`config.mk`:
```
export PLATFORM = sky130hd
export DESIGN_NAME = cls_comm_loss_supervisor
export DESIGN_NICKNAME = d
export VERILOG_FILES = /design/src/cls_pkg.sv /design/src/cls_timer_if.sv /design/src/cls_tick_gen.sv /design/src/cls_chan_timer.sv /design/src/cls_comm_loss_supervisor.sv
export SDC_FILE = /design/constraint.sdc
export NUM_CORES = 1
export LEC_CHECK = 0
export BUFFER_PORTS_ARGS = -buffer_cell sky130_fd_sc_hd__buf_4
export CORE_MARGIN = 2
export CORE_UTILIZATION = 50
export CTS_CLUSTER_DIAMETER = 40
export DETAILED_ROUTE_END_ITERATION = 8
export GPL_TIMING_DRIVEN = 0
export HOLD_SLACK_MARGIN = 0.12
export PLACE_DENSITY = 0.69
export SETUP_SLACK_MARGIN = 0.2
export SKIP_LAST_GASP = 1
export SLEW_MARGIN = 20
export SYNTH_ARGS = -nofsm -noshare
export SYNTH_HDL_FRONTEND = slang
export SYNTH_SLANG_ARGS = --single-unit
```
`constraint.sdc`:
```
create_clock -name sys_clk_in -period 2.1 [get_ports sys_clk_in]
set_input_delay 0.42 -clock sys_clk_in [delete_from_list [all_inputs] [get_ports sys_clk_in]]
set_output_delay 0.42 -clock sys_clk_in [all_outputs]
set_load 0.02 [all_outputs]
```
`src/cls_pkg.sv`:
```
// Constants and types shared by the communication loss supervisor
package cls_pkg;
  // Clock and supervision tick
  localparam int CLK_PERIOD_NS = 5;
  localparam int TICK_TIME_NS = 100_000_000;
  localparam int TICK_CYCLES = TICK_TIME_NS / CLK_PERIOD_NS;
  localparam int TICK_MS = 100;
  // Channels
  localparam int NCH = 4;
  localparam int CH_FB = 0;
  localparam int CH_SER = 1;
  localparam int CH_KP = 2;
  localparam int CH_PNL = 3;
  // Loss actions
  typedef logic [1:0] cls_act_t;
  localparam cls_act_t ACT_OFF = 2'h0;
  localparam cls_act_t ACT_TRIP = 2'h1;
  localparam cls_act_t ACT_WARN = 2'h2;
  localparam cls_act_t ACT_PNL_WARN = 2'h3;
  // Control source selects
  typedef logic [1:0] cls_src_t;
  localparam cls_src_t SRC_KEYPAD = 2'h0;
  localparam cls_src_t SRC_COM = 2'h1;
  // Delays, in supervision ticks
  typedef logic [7:0] cls_dly_t;
  localparam int DLY_W = 8;
  localparam int DLY_MIN_MS = 100;
  localparam int DLY_MAX_MS = 15000;
  localparam int FB_DLY_DEF_MS = 500;
  localparam int SER_DLY_DEF_MS = 500;
  localparam int KP_DLY_DEF_MS = 2000;
  localparam int PNL_DLY_DEF_MS = 10000;
  localparam cls_dly_t DLY_MIN = cls_dly_t'(DLY_MIN_MS / TICK_MS);
  localparam cls_dly_t DLY_MAX = cls_dly_t'(DLY_MAX_MS / TICK_MS);
  localparam cls_dly_t CNT_MAX = 8'hFF;
  localparam logic [31:0] DLY_RST = {cls_dly_t'(PNL_DLY_DEF_MS / TICK_MS),
    cls_dly_t'(KP_DLY_DEF_MS / TICK_MS), cls_dly_t'(SER_DLY_DEF_MS / TICK_MS),
    cls_dly_t'(FB_DLY_DEF_MS / TICK_MS)};
  // Control register layout
  localparam int CTL_W = 12;
  localparam int CTL_REF_LSB = 8;
  localparam int CTL_RUN_LSB = 10;
  localparam logic [CTL_W-1:0] CTRL_RST = {SRC_KEYPAD, SRC_KEYPAD, ACT_TRIP, ACT_TRIP,
    ACT_OFF, ACT_OFF};
  // Register addresses
  typedef logic [4:0] cls_addr_t;
  localparam cls_addr_t ADDR_CTRL = 5'h00;
  localparam cls_addr_t ADDR_DELAY = 5'h04;
  localparam cls_addr_t ADDR_STATUS = 5'h08;
  localparam cls_addr_t ADDR_MASK = 5'h0C;
  localparam cls_addr_t ADDR_FAULT = 5'h10;
  localparam cls_addr_t ADDR_LIVE = 5'h14;
  // Status and fault bits
  localparam int ST_NET = 4;
  localparam int ST_KPSTOP = 5;
  localparam int ST_W = 6;
  localparam int FLT_TRIP = 0;
  localparam int FLT_WARN = 1;
endpackage

```
`src/cls_timer_if.sv`:
```
// Link between the supervisor and one channel silence timer
interface cls_timer_if;
  logic arm;
  logic restart;
  logic [7:0] delay;
  logic expired;
  modport ctl (output arm, output restart, output delay, input expired);
  modport tmr (input arm, input restart, input delay, output expired);
endinterface

```
`src/cls_tick_gen.sv`:
```
// Supervision tick generator
module cls_tick_gen
  import cls_pkg::*;
#(
  parameter int TICKS = TICK_CYCLES
) (
  // Clock and reset
  input wire logic sys_clk_in,
  input wire logic nrst_in,
  // Tick
  output logic tick_out
);
  logic [31:0] cnt_q;

  always_ff @(posedge sys_clk_in) begin
    if (!nrst_in) begin
      cnt_q <= 32'h0;
      tick_out <= 1'b0;
    end else if (cnt_q == 32'(TICKS - 1)) begin
      cnt_q <= 32'h0;
      tick_out <= 1'b1;
    end else begin
      cnt_q <= cnt_q + 32'h1;
      tick_out <= 1'b0;
    end
  end
endmodule

```
`src/cls_chan_timer.sv`:
```
// Silence timer of one supervised channel
module cls_chan_timer
  import cls_pkg::*;
(
  // Clock and reset
  input wire logic sys_clk_in,
  input wire logic nrst_in,
  // Tick
  input wire logic tick_in,
  // Supervisor side
  cls_timer_if.tmr tif
);
  cls_dly_t cnt_q;

  // Saturates so a long silence never wraps back below the delay
  always_ff @(posedge sys_clk_in) begin
    if (!nrst_in) begin
      cnt_q <= 8'h00;
    end else if (!tif.arm || tif.restart) begin // RULE15
      cnt_q <= 8'h00;
    end else if (tick_in && cnt_q != CNT_MAX) begin // RULE16
      cnt_q <= cnt_q + 8'h01;
    end
  end

  assign tif.expired = tif.arm && (cnt_q >= tif.delay); // RULE16
endmodule

```
`src/cls_comm_loss_supervisor.sv`:
```
// Communication loss supervisor for fieldbus, serial, keypad and panel port
// Functional notes
// RULE1: Fieldbus loss action is 0 off, 1 trip, 2 warning, and resets to off.
// RULE2: Armed fieldbus raises its response after silence for the fieldbus delay.
// RULE3: Armed fieldbus also raises its response on any serious network error.
// RULE4: Fieldbus delay runs 0.1 s to 15 s, reset value 0.5 s.
// RULE5: Serial action 1 trips after silence for the serial delay; 0 disables.
// RULE6: Serial action 2 warns instead of tripping after the same silence.
// RULE7: Serial delay runs 0.1 s to 15 s, reset 0.5 s; serial action resets to off.
// RULE8: Fieldbus and serial supervision only act while a source select is comms.
// RULE9: Keypad pulled while running on keypad source stops drive; action 0/1/2, reset 1.
// RULE10: Keypad delay only used for trip or warning; 0.1 s to 15 s, reset 2 s.
// RULE11: Panel port arms only with comms source, command write, run plus direction, action on.
// RULE12: Panel action 0 off, 1 trip, 3 warning, reset trip; response after its delay.
// RULE13: Panel delay runs 0.1 s to 15.0 s, reset 10.0 s.
// RULE14: A panel port master must keep talking faster than the panel delay.
// RULE15: Each silence timer restarts on traffic and is held clear while not armed; the keypad timer restarts on keypad presence instead.
// RULE16: Timers count 0.1 s ticks and compare with delays in the same unit.
//
// The implementer's own choices: strobed register access and the placing of the registers.
module cls_comm_loss_supervisor
  import cls_pkg::*;
#(
  parameter int TICK_CYCLES_P = TICK_CYCLES
) (
  // Clock and reset
  input wire logic sys_clk_in,
  input wire logic nrst_in,
  // Register port
  input wire logic [4:0] reg_addr_in,
  input wire logic [31:0] reg_wdata_in,
  input wire logic reg_wr_in,
  input wire logic reg_rd_in,
  output logic [31:0] reg_rdata_out,
  // Channel traffic
  input wire logic fb_rx_valid_in,
  input wire logic fb_net_err_in,
  input wire logic serial_rx_valid_in,
  input wire logic panel_port_rx_valid_in,
  input wire logic panel_port_cmd_wr_in,
  // Drive state
  input wire logic run_cmd_in,
  input wire logic run_right_command_in,
  input wire logic run_left_command_in,
  input wire logic drive_running_in,
  // Keypad presence pin
  input wire logic keypad_present_in,
  // Responses
  output logic trip_out,
  output logic warning_out,
  output logic drive_stop_out,
  output logic irq_out
);
  cls_timer_if tif[NCH] ();

  logic tick;
  logic [CTL_W-1:0] ctrl_q;
  logic [31:0] dly_q;
  logic [ST_W-1:0] stat_q;
  logic [ST_W-1:0] mask_q;
  logic [1:0] flt_q;
  logic kp_meta_q;
  logic kp_sync_q;
  logic pnl_wr_q;
  logic [NCH-1:0] exp_prev_q;
  logic irq_q;
  logic [31:0] rdata_q;
  logic [NCH-1:0] arm_w;
  logic [NCH-1:0] rst_w;
  logic [NCH-1:0] exp_w;
  logic [NCH-1:0] ev_w;
  logic [NCH-1:0] trip_sel;
  logic [NCH-1:0] warn_sel;
  logic [31:0] dly_wr;
  logic [ST_W-1:0] stat_ev;
  cls_act_t act [NCH];
  logic src_com;
  logic src_kp;
  logic net_ev;
  logic kp_stop_d;
  logic trip_set;
  logic warn_set;
  logic wr_stat;
  logic wr_flt;

  cls_tick_gen #(
    .TICKS(TICK_CYCLES_P)
  ) u_tick (
    .sys_clk_in(sys_clk_in),
    .nrst_in(nrst_in),
    .tick_out(tick)
  );

  // Source selects
  assign src_com = (ctrl_q[CTL_REF_LSB +: 2] == SRC_COM) ||
                   (ctrl_q[CTL_RUN_LSB +: 2] == SRC_COM);
  assign src_kp = (ctrl_q[CTL_REF_LSB +: 2] == SRC_KEYPAD) ||
                  (ctrl_q[CTL_RUN_LSB +: 2] == SRC_KEYPAD);

  // Per channel decode, timer and delay clamp
  for (genvar g = 0; g < NCH; g++) begin : g_ch
    logic [DLY_W-1:0] wf;
    assign act[g] = ctrl_q[2*g +: 2];
    assign trip_sel[g] = (act[g] == ACT_TRIP);
    // Panel port warns on code 3; code 2 there is left unused and means off
    assign warn_sel[g] = (act[g] == ((g == CH_PNL) ? ACT_PNL_WARN : ACT_WARN)); // RULE12
    assign tif[g].arm = arm_w[g];
    assign tif[g].restart = rst_w[g];
    assign tif[g].delay = dly_q[DLY_W*g +: DLY_W]; // RULE16
    assign exp_w[g] = tif[g].expired;
    assign ev_w[g] = exp_w[g] & ~exp_prev_q[g];
    // Out of range delays are clamped, never stored
    assign wf = reg_wdata_in[DLY_W*g +: DLY_W];
    assign dly_wr[DLY_W*g +: DLY_W] = (wf < DLY_MIN) ? DLY_MIN :
                                      (wf > DLY_MAX) ? DLY_MAX : wf; // RULE4
    cls_chan_timer u_tmr (
      .sys_clk_in(sys_clk_in),
      .nrst_in(nrst_in),
      .tick_in(tick),
      .tif(tif[g])
    );
  end

  // Arming
  assign arm_w[CH_FB] = src_com & (trip_sel[CH_FB] | warn_sel[CH_FB]); // RULE8
  assign arm_w[CH_SER] = src_com & (trip_sel[CH_SER] | warn_sel[CH_SER]); // RULE5
  assign arm_w[CH_KP] = src_kp & drive_running_in & ~kp_sync_q &
                        (trip_sel[CH_KP] | warn_sel[CH_KP]); // RULE10
  assign arm_w[CH_PNL] = src_com & pnl_wr_q & run_cmd_in &
                         (run_right_command_in | run_left_command_in) &
                         (trip_sel[CH_PNL] | warn_sel[CH_PNL]); // RULE11

  // Restart on traffic; the keypad timer restarts while the keypad is seen
  assign rst_w[CH_FB] = fb_rx_valid_in; // RULE15
  assign rst_w[CH_SER] = serial_rx_valid_in;
  assign rst_w[CH_KP] = kp_sync_q;
  assign rst_w[CH_PNL] = panel_port_rx_valid_in; // RULE14

  // Events
  assign net_ev = fb_net_err_in & arm_w[CH_FB]; // RULE3
  assign kp_stop_d = src_kp & drive_running_in & ~kp_sync_q; // RULE9
  assign trip_set = |(ev_w & trip_sel) | (net_ev & trip_sel[CH_FB]); // RULE2
  assign warn_set = |(ev_w & warn_sel) | (net_ev & warn_sel[CH_FB]); // RULE6
  assign stat_ev = {kp_stop_d & ~drive_stop_out, net_ev, ev_w};
  assign wr_stat = reg_wr_in && (reg_addr_in == ADDR_STATUS);
  assign wr_flt = reg_wr_in && (reg_addr_in == ADDR_FAULT);

  // Keypad pin is asynchronous
  // Resets to fitted, so a present keypad never looks pulled right after reset
  always_ff @(posedge sys_clk_in) begin
    if (!nrst_in) begin
      kp_meta_q <= 1'b1;
      kp_sync_q <= 1'b1;
    end else begin
      kp_meta_q <= keypad_present_in;
      kp_sync_q <= kp_meta_q;
    end
  end

  // Control and delay registers
  always_ff @(posedge sys_clk_in) begin
    if (!nrst_in) begin
      ctrl_q <= CTRL_RST; // RULE1
      dly_q <= DLY_RST; // RULE7
    end else if (reg_wr_in && reg_addr_in == ADDR_CTRL) begin
      ctrl_q <= reg_wdata_in[CTL_W-1:0];
    end else if (reg_wr_in && reg_addr_in == ADDR_DELAY) begin
      dly_q <= dly_wr; // RULE13
    end
  end

  // Panel command write latch, dropped when control leaves comms
  always_ff @(posedge sys_clk_in) begin
    if (!nrst_in) begin
      pnl_wr_q <= 1'b0;
    end else if (!src_com) begin
      pnl_wr_q <= 1'b0;
    end else if (panel_port_cmd_wr_in) begin
      pnl_wr_q <= 1'b1; // RULE11
    end
  end

  // Edge history and keypad stop
  always_ff @(posedge sys_clk_in) begin
    if (!nrst_in) begin
      exp_prev_q <= '0;
      drive_stop_out <= 1'b0;
    end else begin
      exp_prev_q <= exp_w;
      drive_stop_out <= kp_stop_d; // RULE9
    end
  end

  // Sticky status, write one to clear; a new event wins over the clear
  always_ff @(posedge sys_clk_in) begin
    if (!nrst_in) begin
      stat_q <= '0;
    end else begin
      stat_q <= (stat_q & ~(wr_stat ? reg_wdata_in[ST_W-1:0] : '0)) | stat_ev;
    end
  end

  always_ff @(posedge sys_clk_in) begin
    if (!nrst_in) begin
      mask_q <= '0;
    end else if (reg_wr_in && reg_addr_in == ADDR_MASK) begin
      mask_q <= reg_wdata_in[ST_W-1:0];
    end
  end

  // Trip and warning latch until software acknowledges them
  always_ff @(posedge sys_clk_in) begin
    if (!nrst_in) begin
      flt_q <= 2'h0;
    end else begin
      flt_q[FLT_TRIP] <= (flt_q[FLT_TRIP] & ~(wr_flt & reg_wdata_in[FLT_TRIP])) |
                         trip_set; // RULE5
      flt_q[FLT_WARN] <= (flt_q[FLT_WARN] & ~(wr_flt & reg_wdata_in[FLT_WARN])) |
                         warn_set; // RULE6
    end
  end

  always_ff @(posedge sys_clk_in) begin
    if (!nrst_in) begin
      irq_q <= 1'b0;
    end else begin
      irq_q <= |(stat_q & mask_q);
    end
  end

  // Read data stands for exactly one cycle
  always_ff @(posedge sys_clk_in) begin
    if (!nrst_in) begin
      rdata_q <= 32'h0;
    end else if (reg_rd_in) begin
      case (reg_addr_in)
        ADDR_CTRL: rdata_q <= 32'(ctrl_q);
        ADDR_DELAY: rdata_q <= dly_q;
        ADDR_STATUS: rdata_q <= 32'(stat_q);
        ADDR_MASK: rdata_q <= 32'(mask_q);
        ADDR_FAULT: rdata_q <= 32'(flt_q);
        ADDR_LIVE: rdata_q <= 32'({kp_sync_q, pnl_wr_q, arm_w, exp_w});
        default: rdata_q <= 32'h0;
      endcase
    end else begin
      rdata_q <= 32'h0;
    end
  end

  assign reg_rdata_out = rdata_q;
  assign trip_out = flt_q[FLT_TRIP];
  assign warning_out = flt_q[FLT_WARN];
  assign irq_out = irq_q;
endmodule

```
==> flow_metrics.env <==
export IMPL_drt_vias_per_instance=5.73
export IMPL_timing_critical_path_arrival_ps=2310
export IMPL_routed_wl_met3_um=1490
export IMPL_cts_sinks=164
export IMPL_grt_overflow=0
export IMPL_synth_flop_cell="sky130_fd_sc_hd__dfxtp_1"
export IMPL_netlist_instances=887
export IMPL_outcome="completed"
export IMPL_layout_cells_most_common="sky130_fd_sc_hd__dfxtp_1"
export IMPL_area_delta_synth_final_pct=21.7
export IMPL_final_setup_tns_ps=0
export IMPL_final_instance_area_um2=9470
export IMPL_share_of_the_clock_period_used_by_the_worst_path_after_layout=0.980
export IMPL_via_count=6826
export IMPL_drive_gt1_frac=0.184
export IMPL_cts_made_buffers=17
export IMPL_detail_route_wirelength_um=20800
export IMPL_ys_top_cells_by_area="sky130_fd_sc_hd__dfxtp_1, sky130_fd_sc_hd__ha_1, sky130_fd_sc_hd__nor2_1"
export IMPL_initial_antenna_violation_count=0
export IMPL_die_width_um=129
export IMPL_numPlacedInstances=1158
export IMPL_worst_path_max_delay_cell="sky130_fd_sc_hd__nor4_1"
export IMPL_worst_path_buf_inv=3
export IMPL_synth_seq_cells=164
export IMPL_synth_largest_area_cell="sky130_fd_sc_hd__dfxtp_1"
export IMPL_diodes=0
export IMPL_post_synth_cell_area_avg_um2=8.78
export IMPL_postSynthNetCount=981
export IMPL_hold_class="in -> reg"
export IMPL_synth_xor_xnor_area_share=0.0619
export IMPL_grt_pass1_vias=6403
export IMPL_cp_max_fo=10
export IMPL_io_buffers=83
export IMPL_vdd_ir_drop_worst_mv=0.636
export IMPL_reg2reg_from="u_tick.cnt_q[0]"
export IMPL_first_pass_grt_wire_length_um=33000
export IMPL_post_synth_num_cell_types=61
export IMPL_synthArstFlopShare=0
export IMPL_drv_max_cap_violation_count=0
export IMPL_max_stage_delay_ps=620
export IMPL_cts_htree_levels=4
export IMPL_fp_row_count=45
export IMPL_finalNonFillerCells=1192
export IMPL_main_combinational_cell_family_by_area_after_synthesis="simple AND/OR/NAND/NOR gates"
export IMPL_timing_critical_path_from="nrst_in"
export IMPL_holdWs_ps=189
export IMPL_clk_pin_slew_ps=60
export IMPL_first_iter_violations=473
export IMPL_initial_utilization=0.512
export IMPL_multi_input_comb_area_um2=4370
export IMPL_fraction_of_post_synthesis_cell_area_in_the_top_cell_type_by_area=0.422
export IMPL_max_slew_worst_pin_slew_ps=796
export IMPL_drv_slew=0
export IMPL_final_fill_count=1363
export IMPL_timing_worst_setup_path_type="in -> reg"
export IMPL_cts_hold_buf=0
export IMPL_min_from="keypad_present_in"
export IMPL_netlist_area_um2=7790
export IMPL_synth_edf_count=0
export IMPL_first_pass_iters=5
export IMPL_met1_length_um=9220
export IMPL_detailedPlace_worstSlack_ps=-303
export IMPL_fmax_ghz=0.486
export IMPL_postRouteAntennaNets=0
export IMPL_cts_root_buf="sky130_fd_sc_hd__clkbuf_16"
export IMPL_synth_simple_area_share=0.242
export IMPL_rsz0062_at_grt="yes"
export IMPL_end_kind="register"
export IMPL_min_period_ps=2060
export IMPL_largest_net_degree_at_the_start_of_global_routing=17
export IMPL_final_setup_viol_count=0
export IMPL_die_area_um2=16600
export IMPL_list_of_cells_traversed_by_the_critical_path="buf_4 > clkbuf_1 > nand4_1 > buf_1 > nor4_1"
export IMPL_power_density_nw_per_um2=672
export IMPL_met2_wirelength_um=9590
export IMPL_clkLatencyLatePin_ps=430
export IMPL_detailed_place_hpwl_um=14800
export IMPL_synth_adder_area_share=0.0691
export IMPL_core_area_um2=15200
export IMPL_crit_path_max_delay_family="buffers and inverters"
export IMPL_worst_slew_margin_rel=0.467
export IMPL_yosys_mux_area_fraction=0.0442
export IMPL_postLayoutSetupSlackWorst_ps=42.0
export IMPL_die_height_um=129
export IMPL_yosys_warnings=0
export IMPL_synth_yosys_seq_area_share=0.422
export IMPL_finish_net_count=1091
export IMPL_place_area_um2=8650
export IMPL_critPathRequiredTime_ps=2360
export IMPL_cp_start_kind="input port"
export IMPL_max_layer_used="met4"
export IMPL_synth_compound_gate_area_share=0.117
export IMPL_layout_core_utilization=0.623
export IMPL_route_detailed_wl_per_inst_um=17.5
export IMPL_hold_viol_final=0
export IMPL_p_leak_nw=3.80
export IMPL_area_sequential_um2=3290
export IMPL_design_portCount=87
export IMPL_gp_congestion=0.906
export IMPL_fin_skew_ps=6.64
export IMPL_layout_cells_most_common_list="sky130_fd_sc_hd__dfxtp_1, sky130_fd_sc_hd__nor2_1, sky130_fd_sc_hd__buf_4"
export IMPL_cts_buffer_depth=2
export IMPL_cts_tree="built"
export IMPL_totalPowerFinal_mw=6.36
export IMPL_drc=0
export IMPL_grt_total_usage=0.257
## repair_timing
item | 4_1_cts | 5_1_grt
gates resized for setup | 30 | 34
hold endpoints to repair | 0 | 0
setup endpoints to repair | 64 | 82
gates cloned | 3 | 0
buffers inserted | 2 | 3
pin swaps | 3 | 9
## power by group
part	switching, mW	internal (mW)	total, mW
sequential	0.0139	3.13	3.14
combinational	0.202	0.143	0.345
clock	1.17	1.70	2.88
## cell type report
type | count | share of cell area
Tap cell | 188 | 0.0248
Buffer | 34 | 0.0180
Multi-Input combinational cell | 640 | 0.462
Sequential cell | 164 | 0.348
Clock inverter | 6 | 0.00911
Inverter | 49 | 0.0194
Clock buffer | 20 | 0.0461
Timing Repair Buffer | 91 | 0.0733
## final timing paths
check | cells past startpoint | slack [ps] | end
min | 2 | 190 | kp_meta_q
max reg2reg | 6 | 230 | u_tick.cnt_q[31]
max | 5 | 40 | reg_rdata_out[10]
min reg2reg | 1 | 410 | kp_sync_q
## routing by layer
metal  global-route usage  up-vias
li1                     -     3336
met1                0.341     3215
met2                0.409      234
met3               0.0553       41
met4                0.104        0
met5                    0        -
## sequential cells by signal (all words and copies together), names as in the netlist, 2 cells and up
signal,cells
stat_q,6
reg_rdata_out,32
dly_q,32
ctrl_q,12
exp_prev_q,4
flt_q,2
mask_q,6
g_ch.u_tmr.cnt_q,32
u_tick.cnt_q,32
## logic make-up (layout without fill, tap and decap cells)
group,count (synthesis),in the layout
AOI/OAI and AO/OA,135,135
buffers and inverters,83,200
adders and majority gates,43,43
and+or+nand+nor,376,376
xor gates and xnor gates,55,55
muxes,31,31
DFF,164,164
## cell usage after synthesis, drive strengths merged, types with 3 or more instances
| library cell | instances |
|---|---|
| a2111oi | 3 |
| a211o | 4 |
| a211oi | 4 |
| a21oi | 38 |
| a22oi | 8 |
| a31oi | 12 |
| a32oi | 4 |
| and2 | 24 |
| and3 | 21 |
| buf | 12 |
| clkbuf | 22 |
| dfxtp | 164 |
| ha | 43 |
| inv | 49 |
| mux2 | 7 |
| mux2i | 22 |
| nand2 | 74 |
| nand2b | 6 |
| nand3 | 27 |
| nand3b | 7 |
| nand4 | 37 |
| nor2 | 122 |
| nor2b | 13 |
| nor3 | 8 |
| nor4 | 12 |
| o211ai | 3 |
| o21a | 6 |
| o21ai | 24 |
| o221a | 3 |
| o221ai | 4 |
| o31ai | 3 |
| o41ai | 3 |
| or2 | 4 |
| or3 | 7 |
| or4 | 5 |
| xnor2 | 17 |
| xor2 | 38 |
(Power assumes the default switching activity.)
